==> src/hmc_defines.vh <==
`ifndef HMC_DEFINES_VH
`define HMC_DEFINES_VH

// ==========================================================
// Register offsets
`define HMC_OFS_MPPT        8'h06
`define HMC_OFS_MEAS        8'h07
`define HMC_OFS_DEVCTL      8'h08

// ==========================================================
// Reset values
`define HMC_RST_MPPT        5'h19
`define HMC_RST_TMEAS       2'h0
`define HMC_RST_ADP_SETTLE  1'b1
`define HMC_RST_ADP_PERIOD  1'b1
`define HMC_RST_TPER        2'h2
`define HMC_RST_PEAK        3'h3

// ==========================================================
// Field positions
`define HMC_BIT_FRC_OC      7
`define HMC_BIT_FRC_THM     6
`define HMC_BIT_TMEAS_LO    4
`define HMC_BIT_ADP_SETTLE  3
`define HMC_BIT_ADP_PERIOD  2
`define HMC_BIT_TPER_LO     0
`define HMC_BIT_PEAK_LO     4
`define HMC_BIT_THM_EN      3
`define HMC_BIT_WAKE_OVR    2
`define HMC_BIT_SW_DIS      1
`define HMC_BIT_BOOST_DIS   0
`define HMC_TPER_OFF        2'h3

// ==========================================================
// Fraction scale in tenths of a percent
`define HMC_FRAC_BASE       10'd425
`define HMC_FRAC_STEP       10'd15

// ==========================================================
// Timing
`define HMC_CLK_HZ          100000000
`define HMC_MS_CYCLES       (`HMC_CLK_HZ / 1000)
`define HMC_TMEAS0_MS       10'd50
`define HMC_TMEAS1_MS       10'd100
`define HMC_TMEAS2_MS       10'd250
`define HMC_TMEAS3_MS       10'd500
`define HMC_PER_SHIFT_BASE  6

`endif

==> src/hmc_measure_ctrl.v <==
`include "hmc_defines.vh"

// Harvester measurement scheduling and control registers
module hmc_measure_ctrl #(
	parameter CYC_PER_MS = `HMC_MS_CYCLES
) (
	input  wire        core_clk_i,
	input  wire        srst_i,
	// Register port from the serial front end
	input  wire        reg_wr_i,
	input  wire [7:0]  reg_addr_i,
	input  wire [7:0]  reg_wdata_i,
	output reg  [7:0]  reg_rdata_o,
	// Neighbouring configuration and analog status
	input  wire        measurement_inhibit_i,
	input  wire        periodic_open_circuit_i,
	input  wire        periodic_thermal_i,
	input  wire        sleep_i,
	input  wire [15:0] harvest_counter_i,
	input  wire        thermal_hot_i,
	input  wire        wake_cmp_i,
	input  wire        enable_pin_n_i,
	input  wire        boost_logic_on_i,
	// Analog controls
	output reg  [9:0]  reg_point_permille_o,
	output reg  [9:0]  peak_current_ma_o,
	output reg         oc_measuring_o,
	output reg         oc_sample_o,
	output reg         thermal_check_o,
	output reg         measure_busy_o,
	output wire        wake_o,
	output wire        device_enable_o,
	output wire        boost_enable_o
);

	localparam ST_IDLE = 2'd0;
	localparam ST_OC   = 2'd1;
	localparam ST_THM  = 2'd2;

	// ==========================================================
	// Lookup functions
	function [9:0] tmeas_ms;
		input [1:0] code;
		begin
			case (code)
				2'd0:    tmeas_ms = `HMC_TMEAS0_MS;
				2'd1:    tmeas_ms = `HMC_TMEAS1_MS;
				2'd2:    tmeas_ms = `HMC_TMEAS2_MS;
				default: tmeas_ms = `HMC_TMEAS3_MS;
			endcase
		end
	endfunction

	// Strong harvest settles faster; weak harvest waits longer
	function [10:0] settle_ms;
		input [9:0]  tm;
		input        adaptive;
		input [15:0] cnt;
		begin
			if (!adaptive)
				settle_ms = {1'b0, tm};
			else if (cnt >= 16'h4000)
				settle_ms = {3'b000, tm[9:2]};
			else if (cnt >= 16'h1000)
				settle_ms = {2'b00, tm[9:1]};
			else if (cnt >= 16'h0100)
				settle_ms = {1'b0, tm};
			else
				settle_ms = {tm, 1'b0};
		end
	endfunction

	function [9:0] peak_ma;
		input [2:0] code;
		begin
			case (code)
				3'd0:    peak_ma = 10'd90;
				3'd1:    peak_ma = 10'd120;
				3'd2:    peak_ma = 10'd145;
				3'd3:    peak_ma = 10'd180;
				3'd4:    peak_ma = 10'd285;
				3'd5:    peak_ma = 10'd355;
				3'd6:    peak_ma = 10'd470;
				default: peak_ma = 10'd715;
			endcase
		end
	endfunction

	// ==========================================================
	// Registers
	reg  [4:0]  frac_q;
	reg  [1:0]  tmeas_q;
	reg         adp_settle_q;
	reg         adp_period_q;
	reg  [1:0]  tper_q;
	reg  [2:0]  peak_q;
	reg         thermal_enable_q;
	reg         wake_override_q;
	reg         software_disable_q;
	reg         boost_disable_q;

	reg         oc_req_q;
	reg         thm_req_q;
	reg         first_q;
	reg  [1:0]  state_q;
	reg  [10:0] settle_cnt_q;
	reg  [31:0] presc_q;
	reg         ms_tick_q;
	reg         restart_q;
	reg  [10:0] store_cnt_q;
	reg         store_wait_q;
	reg         stored_valid_q;
	reg  [15:0] stored_cnt_q;
	reg         thermal_trip_q;

	wire        wr_meas;
	wire        frc_oc;
	wire        frc_thm;
	wire        period_exp;
	wire        auto_on;
	wire        ratio_out;
	wire [9:0]  tm_ms;
	wire [16:0] cnt_x2;
	wire [16:0] stored_x2;

	assign tm_ms     = tmeas_ms(tmeas_q);
	assign wr_meas   = reg_wr_i && reg_addr_i == `HMC_OFS_MEAS;
	// Zero writes to the force bits do nothing
	assign frc_oc    = wr_meas && reg_wdata_i[`HMC_BIT_FRC_OC] && !measurement_inhibit_i;
	assign frc_thm   = wr_meas && reg_wdata_i[`HMC_BIT_FRC_THM] && thermal_enable_q;
	assign auto_on   = tper_q != `HMC_TPER_OFF;
	assign cnt_x2    = {harvest_counter_i, 1'b0};
	assign stored_x2 = {stored_cnt_q, 1'b0};
	// Ratio below one half or above two
	assign ratio_out = cnt_x2 < {1'b0, stored_cnt_q} || {1'b0, harvest_counter_i} > stored_x2;

	// ==========================================================
	// Register writes
	always @(posedge core_clk_i) begin
		if (srst_i) begin
			frac_q             <= `HMC_RST_MPPT;
			tmeas_q            <= `HMC_RST_TMEAS;
			adp_settle_q       <= `HMC_RST_ADP_SETTLE;
			adp_period_q       <= `HMC_RST_ADP_PERIOD;
			tper_q             <= `HMC_RST_TPER;
			peak_q             <= `HMC_RST_PEAK;
			thermal_enable_q   <= 1'b0;
			wake_override_q    <= 1'b0;
			software_disable_q <= 1'b0;
			boost_disable_q    <= 1'b0;
		end else if (reg_wr_i) begin
			case (reg_addr_i)
				`HMC_OFS_MPPT: begin
					frac_q <= reg_wdata_i[4:0];
				end
				`HMC_OFS_MEAS: begin
					tmeas_q      <= reg_wdata_i[`HMC_BIT_TMEAS_LO +: 2];
					adp_settle_q <= reg_wdata_i[`HMC_BIT_ADP_SETTLE];
					adp_period_q <= reg_wdata_i[`HMC_BIT_ADP_PERIOD];
					tper_q       <= reg_wdata_i[`HMC_BIT_TPER_LO +: 2];
				end
				`HMC_OFS_DEVCTL: begin
					peak_q             <= reg_wdata_i[`HMC_BIT_PEAK_LO +: 3];
					thermal_enable_q   <= reg_wdata_i[`HMC_BIT_THM_EN];
					wake_override_q    <= reg_wdata_i[`HMC_BIT_WAKE_OVR];
					software_disable_q <= reg_wdata_i[`HMC_BIT_SW_DIS];
					boost_disable_q    <= reg_wdata_i[`HMC_BIT_BOOST_DIS];
				end
				default: begin
					frac_q <= frac_q;
				end
			endcase
		end
	end

	// ==========================================================
	// Read mux; force bits and unmapped offsets read zero
	always @* begin
		case (reg_addr_i)
			`HMC_OFS_MPPT:   reg_rdata_o = {3'b000, frac_q};
			`HMC_OFS_MEAS:   reg_rdata_o = {2'b00, tmeas_q, adp_settle_q, adp_period_q, tper_q};
			`HMC_OFS_DEVCTL: reg_rdata_o = {1'b0, peak_q, thermal_enable_q, wake_override_q,
			                                software_disable_q, boost_disable_q};
			default:         reg_rdata_o = 8'h00;
		endcase
	end

	// ==========================================================
	// Millisecond prescaler; CYC_PER_MS shortens it in simulation
	always @(posedge core_clk_i) begin
		if (srst_i) begin
			presc_q   <= 32'h00000000;
			ms_tick_q <= 1'b0;
		end else if (presc_q >= CYC_PER_MS - 1) begin
			presc_q   <= 32'h00000000;
			ms_tick_q <= 1'b1;
		end else begin
			presc_q   <= presc_q + 32'h00000001;
			ms_tick_q <= 1'b0;
		end
	end

	hmc_period_timer u_period (
		.core_clk_i (core_clk_i),
		.srst_i     (srst_i),
		.ms_tick_i  (ms_tick_q),
		.restart_i  (restart_q),
		.tmeas_ms_i (tm_ms),
		.tper_i     (tper_q),
		.expire_o   (period_exp)
	);

	// ==========================================================
	// Pending requests; a new request wins over the start that clears it
	always @(posedge core_clk_i) begin
		if (srst_i) begin
			oc_req_q  <= 1'b0;
			thm_req_q <= 1'b0;
			first_q   <= 1'b1;
		end else begin
			first_q <= 1'b0;
			if (state_q == ST_IDLE && oc_req_q)
				oc_req_q <= 1'b0;
			else if (state_q == ST_IDLE && thm_req_q)
				thm_req_q <= 1'b0;
			if (frc_oc
			    || (first_q && periodic_open_circuit_i && !measurement_inhibit_i)
			    || (period_exp && auto_on && periodic_open_circuit_i
			        && !measurement_inhibit_i)
			    || (adp_period_q && auto_on && stored_valid_q && !sleep_i && ratio_out
			        && !measurement_inhibit_i && state_q == ST_IDLE
			        && !oc_req_q && !oc_sample_o)) // one force per event, not per cycle
				oc_req_q <= 1'b1;
			if (frc_thm
			    || (period_exp && auto_on && periodic_thermal_i && thermal_enable_q))
				thm_req_q <= 1'b1;
		end
	end

	// ==========================================================
	// Measurement sequencer: open-circuit first, then thermal
	always @(posedge core_clk_i) begin
		if (srst_i) begin
			state_q         <= ST_IDLE;
			settle_cnt_q    <= 11'h000;
			oc_measuring_o  <= 1'b0;
			oc_sample_o     <= 1'b0;
			thermal_check_o <= 1'b0;
			restart_q       <= 1'b0;
			thermal_trip_q  <= 1'b0;
		end else begin
			oc_sample_o     <= 1'b0;
			thermal_check_o <= 1'b0;
			restart_q       <= 1'b0;
			if (!thermal_enable_q)
				thermal_trip_q <= 1'b0;
			case (state_q)
				ST_IDLE: begin
					if (oc_req_q) begin
						state_q        <= ST_OC;
						oc_measuring_o <= 1'b1;
						settle_cnt_q   <= settle_ms(tm_ms, adp_settle_q, harvest_counter_i);
					end else if (thm_req_q && thermal_enable_q) begin
						state_q         <= ST_THM;
						thermal_check_o <= 1'b1;
					end
				end
				ST_OC: begin
					if (settle_cnt_q == 11'h000) begin
						oc_measuring_o <= 1'b0;
						oc_sample_o    <= 1'b1;
						restart_q      <= 1'b1;
						state_q        <= ST_IDLE;
					end else if (ms_tick_q) begin
						settle_cnt_q <= settle_cnt_q - 11'h001;
					end
				end
				ST_THM: begin
					// Comparator result is taken one cycle after the strobe
					thermal_trip_q <= thermal_hot_i && thermal_enable_q;
					restart_q      <= 1'b1;
					state_q        <= ST_IDLE;
				end
				default: begin
					state_q <= ST_IDLE;
				end
			endcase
		end
	end

	// ==========================================================
	// Adaptive period: store the count 2 x Tmeas after a measurement
	always @(posedge core_clk_i) begin
		if (srst_i) begin
			store_wait_q   <= 1'b0;
			store_cnt_q    <= 11'h000;
			stored_valid_q <= 1'b0;
			stored_cnt_q   <= 16'h0000;
		end else if (!adp_period_q || !auto_on) begin
			store_wait_q   <= 1'b0;
			stored_valid_q <= 1'b0;
		end else if (oc_sample_o) begin
			store_wait_q   <= 1'b1;
			stored_valid_q <= 1'b0;
			store_cnt_q    <= {tm_ms, 1'b0};
		end else if (store_wait_q) begin
			if (store_cnt_q == 11'h000) begin
				store_wait_q   <= 1'b0;
				stored_valid_q <= 1'b1;
				stored_cnt_q   <= harvest_counter_i;
			end else if (ms_tick_q) begin
				store_cnt_q <= store_cnt_q - 11'h001;
			end
		end
	end

	// ==========================================================
	// Registered analog settings
	always @(posedge core_clk_i) begin
		if (srst_i) begin
			reg_point_permille_o <= 10'h000;
			peak_current_ma_o    <= 10'h000;
			measure_busy_o       <= 1'b0;
		end else begin
			reg_point_permille_o <= `HMC_FRAC_BASE + `HMC_FRAC_STEP * {5'b00000, frac_q};
			peak_current_ma_o    <= peak_ma(peak_q);
			measure_busy_o       <= state_q != ST_IDLE || oc_req_q || thm_req_q;
		end
	end

	// ==========================================================
	// Overrides act at once, like the analog paths they gate
	assign wake_o          = wake_override_q || wake_cmp_i;
	assign device_enable_o = !software_disable_q && !enable_pin_n_i;
	assign boost_enable_o  = !boost_disable_q && boost_logic_on_i && !thermal_trip_q;

endmodule // hmc_measure_ctrl

==> src/hmc_period_timer.v <==
`include "hmc_defines.vh"

// Automatic period timer, counted in milliseconds
module hmc_period_timer (
	input  wire        core_clk_i,
	input  wire        srst_i,
	input  wire        ms_tick_i,
	input  wire        restart_i,
	input  wire [9:0]  tmeas_ms_i,
	input  wire [1:0]  tper_i,
	output reg         expire_o
);

	reg  [17:0] count_q;
	wire [17:0] limit;

	// ==========================================================
	// Period length: Tmeas shifted by 6, 7 or 8
	assign limit = {8'h00, tmeas_ms_i} << (`HMC_PER_SHIFT_BASE + tper_i);

	// Live settings are used, so a reprogrammed Tmeas takes effect at once
	always @(posedge core_clk_i) begin
		if (srst_i) begin
			count_q  <= 18'h00000;
			expire_o <= 1'b0;
		end else begin
			expire_o <= 1'b0;
			if (restart_i || tper_i == `HMC_TPER_OFF) begin
				count_q <= 18'h00000;
			end else if (ms_tick_i) begin
				if (count_q + 18'h00001 >= limit) begin
					count_q  <= 18'h00000;
					expire_o <= 1'b1;
				end else begin
					count_q <= count_q + 18'h00001;
				end
			end
		end
	end

endmodule // hmc_period_timer

==> config.mk <==
export PLATFORM = sky130hd
export DESIGN_NAME = hmc_measure_ctrl
export DESIGN_NICKNAME = d
export VERILOG_FILES = /design/src/hmc_measure_ctrl.v /design/src/hmc_period_timer.v
export VERILOG_INCLUDE_DIRS = /design/src
export SDC_FILE = /design/constraint.sdc
export NUM_CORES = 1
export LEC_CHECK = 0
export BUFFER_PORTS_ARGS = -buffer_cell sky130_fd_sc_hd__buf_4
export CORE_MARGIN = 2
export CORE_UTILIZATION = 39
export CTS_CLUSTER_SIZE = 25
export DETAILED_ROUTE_END_ITERATION = 16
export GPL_TIMING_DRIVEN = 0
export PLACE_DENSITY = 0.64
export SYNTH_ARGS = -nofsm -noshare
export SYNTH_HDL_FRONTEND = slang
export SYNTH_SLANG_ARGS = --single-unit
==> constraint.sdc <==
create_clock -name core_clk_i -period 3.65 [get_ports core_clk_i]
set_clock_uncertainty 0.15 [all_clocks]
set_input_delay 0.1825 -clock core_clk_i [delete_from_list [all_inputs] [get_ports core_clk_i]]
set_output_delay 0.1825 -clock core_clk_i [all_outputs]
set_load 0.005 [all_outputs]
==> Flow_metrics.wiki <==
{| class="wikitable"
! Metric !! Value
|-
| Slowest cell delay on critical path || 0.50 ns
|-
| Max-slew headroom at the worst pin || 46.5%
|-
| Area share of the largest cell type after synthesis || 35.2%
|-
| Initial DRT Pass Iterations || 6
|-
| Combinational Power Share || 9.4%
|-
| Crit path max-delay cell type || fa_1
|-
| Reg2reg end || reg_point_permille_o[9]$_SDFF_PP0_
|-
| Yosys warning count || 0
|-
| Design internal power || 2710 µW
|-
| Commonest cells post-synth || dfxtp_1, nor2_1, nand2_1
|-
| Insertion delay to the later sink of the worst-skew pair || 0.43 ns
|-
| Gate Count Post-Synth || 953
|-
| Worst path depth || 13
|-
| Iter 0 DRT Violations || 540
|-
| Leading register cell type out of synthesis || dfxtp_1
|-
| Sequential share of the synthesized area || 35.2%
|-
| Global-route wire length before repair || 32900 µm
|-
| CP Max Fanout || 8
|-
| DR DRC count || 0
|-
| CTS HTree Levels || 4
|-
| Depth of the worst register-to-register path || 13
|-
| Endpoint arrival time on the critical path || 3.54 ns
|-
| Number of vias per cell || 5.13
|-
| Cell at the root of the clock tree || clkbuf_16
|-
| Max-slew violation total from the final report || 0
|-
| Final Util || 49.1%
|-
| Setup slack after layout || 0.256 ns
|-
| Total negative setup slack || 0 ns
|-
| Clock-pin slew on the worst setup and hold paths || 0.07 ns
|-
| Antenna viol nets, final || 0
|-
| Endpoints failing setup || 0
|-
| Final Critical Period || 3.39 ns
|-
| Worst setup EP type || flip-flop
|-
| TritonCTS clock tree || done
|-
| CP bufs+invs || 3
|-
| Total number of placement rows || 52
|-
| Share of flip-flops with an asynchronous set or reset || 0%
|-
| Wire length per cell after detailed routing || 14.4 µm
|-
| Slew @ Worst Pin || 0.793 ns
|-
| Maximum resistive drop on vdd || 0.359 mV
|-
| Overflow left after global routing || 0
|-
| Dominant cell by count in the synthesized netlist || dfxtp_1
|-
| Outcome || finished, final reports clean
|-
| Achievable Freq || 295 MHz
|-
| Setup crit start || frac_q[0]$_SDFFE_PP1P_
|-
| Critical path's top delay family || adder cells
|-
| End of the critical path || reg_point_permille_o[9]$_SDFF_PP0_
|-
| Switch Pwr || 993 µW
|-
| Total Die Area || 21700 µm²
|-
| Die boundary height || 147 µm
|-
| Setup Slack @ Placement || -0.418 ns
|-
| Placed cell count || 1319
|-
| Crit path cell chain || inv_1, ha_1, ha_1, inv_1, fa_1, inv_1, ha_1, a31o_2, a21oi_2, o2111ai_1, a21oi_1, xnor2_1, nor2_1
|-
| Setup slack of the most critical reg-to-reg path || 0.26 ns
|-
| Leakage power || 0.00429 µW
|-
| Start-to-end type of the worst setup path || reg -> reg
|-
| Non-filler instance count after layout || 1379
|-
| HP Class || in -> reg
|-
| Largest net degree at the start of global routing || 17
|-
| Sequential group share of total power || 43.0%
|-
| Dominant cell type by area after synthesis || dfxtp_1
|-
| Max-cap violations || 0
|-
| Estimated wirelength of the detail-placed design || 14700 µm
|-
| Source of the worst register-to-register timing path || frac_q[0]$_SDFFE_PP1P_
|-
| Count of vias placed by the detailed router || 7075
|-
| CTS sink cnt || 141
|-
| Overall routing resource usage || 18.7%
|-
| Total wire length || 19900 µm
|-
| Share of layout cells above drive strength 1 || 13.3%
|-
| Horizontal die dimension || 147 µm
|-
| Inserted Diodes || 0
|-
| Mapped cell area || 8030 µm²
|-
| Top post-synthesis cells by area || dfxtp_1, ha_1, nor2_1, nand2_1, xor2_1
|-
| Total count of hold-check failures in the final report || 0
|-
| Final-stage net count || 1220
|-
| Buffers added on ports || 76
|-
| Average instance area after synthesis || 8.42 µm²
|-
| CTS max path bufs || 2
|-
| Number of buffers created by CTS || 17
|-
| Net switching share of the total power || 26.8%
|-
| Effective utilization at floorplan || 39.7%
|-
| Area growth syn-to-layout || 23.9%
|-
| Data required time at the worst endpoint || 3.80 ns
|-
| Vias in the first global route || 6825
|-
| Part of the power in the clock network || 47.6%
|-
| Top-level I/O count || 78
|-
| Ratio of final minimum period to clock period || 93.0%
|-
| FF+latch count, synth || 141
|-
| PD cells || 372 nW/µm²
|-
| Antenna violations before repair || 0
|-
| Setup repair after global routing missed its margin || yes
|-
| Total core area || 20200 µm²
|-
| Global placement routability congestion || 0.885
|-
| Unique masters post-synth || 75
|-
| Number of enable-type register cells in the synthesized netlist || 0
|-
| CP startpoint kind || flip-flop
|}
-- power by group through the flow --
stage / registers (µW) / logic, µW / clock network [µW]
6_report: 1590 / 349 / 1760
5_1_grt: 1590 / 391 / 1850
4_1_cts: 1590 / 347 / 1790
3_5_place_dp: 1620 / 321 / 0
3_3_place_gp: 1620 / 317 / 0
2_1_floorplan: 1620 / 198 / 0
-- cells in the final DEF, fill, tap and decap left out, drive strengths merged, types with 3 or more instances in the layout --
master       instances
mux2i               18
xnor2               18
a21oi               56
nor4                15
buf                 92
nor3b                6
or4                  6
a21o                 9
a31oi                4
fa                   4
clkinv               3
dfxtp              141
nand3b               4
or3                  6
conb                22
and2                 7
o21ai               48
a22oi                7
xor2                32
ha                  77
inv                 68
nor2               103
nor2b               11
o31ai                7
a211oi              10
a211o               10
nor4b                3
clkbuf              47
nand4               10
nand2b              11
nand3               35
a221oi               8
dlygate4sd3         28
and3                17
and4                 9
or2                  5
nor3                16
nand2               98
-- worst reg2reg max path, cell delays in order, from the launching register on --
cell	delay [ns]
dfxtp_2	0.44
inv_1	0.09
ha_1	0.21
ha_1	0.27
inv_1	0.05
fa_1	0.50
inv_1	0.04
ha_1	0.31
a31o_2	0.29
a21oi_2	0.26
o2111ai_1	0.23
a21oi_1	0.22
xnor2_1	0.15
nor2_1	0.06
-- worst min-delay path by stage --
stage | start | endpoint | cells after the start
after global placement | srst_i | first_q$_DFF_P_ | 1
after floorplan | srst_i | first_q$_DFF_P_ | 0
after CTS | reg_addr_i[3] | adp_period_q$_SDFFE_PP1P_ | 4
final | periodic_thermal_i | thm_req_q$_SDFFE_PP0P_ | 5
after global routing | reg_addr_i[3] | tper_q[1]$_SDFFE_PP1P_ | 4
after detailed placement | srst_i | first_q$_DFF_P_ | 1
-- cells by family after synthesis --
| kind of cell | count (synthesis) | synth area share, % |
|---|---|---|
| buf+inv | 104 | 5.35 |
| simple gates | 369 | 23.4 |
| compound gates | 186 | 15.0 |
| flops | 141 | 35.2 |
| mux | 20 | 2.53 |
| other cells | 2 | 0.0936 |
| xor+xnor | 50 | 5.46 |
| fa+ha+maj | 81 | 13.0 |
-- per-stage QoR --
step                instance area (µm²)  power (µW)  hold WS, ns
global route                       9940        3830        0.164
global placement                   9010        1940        0.251
CTS                                9900        3720        0.115
detailed placement                 9010        1940        0.248
finish                             9940        3700        0.126
floorplan                          8100        1820       0.0602
-- state kept, by name, indices dropped and copies added, names as in the netlist, 2 cells and up --
signal / flops
peak_current_ma_o: 10
frac_q: 5
reg_point_permille_o: 10
store_cnt_q: 11
peak_q: 3
tmeas_q: 2
tper_q: 2
stored_cnt_q: 16
state_q: 2
u_period.count_q: 18
presc_q: 32
settle_cnt_q: 11
-- layer usage --
metal / track usage, % / routed length, µm
met3: 4.10 / 907
met4: 4.86 / 243
met5: 0 / 0
met1: 24.7 / 9280
met2: 31.0 / 9430
-- layout make-up --
class	instances	area, µm²
buffer	46	216
clock buffer	17	425
clock inverter	15	166
fill	1964	10300
inverter	58	218
multi-input combinational	728	4900
sequential	141	2830
tap	270	338
timing repair buffer	104	851
-- repair_timing --
action | CTS | global route
setup buffers | 0 | 0
setup endpoints to repair | 18 | 22
gates resized for setup | 4 | 12
pin swaps | 0 | 1
hold buffers | 28 | 0
hold endpoints to repair | 37 | 0
(Power assumes the default switching activity.)
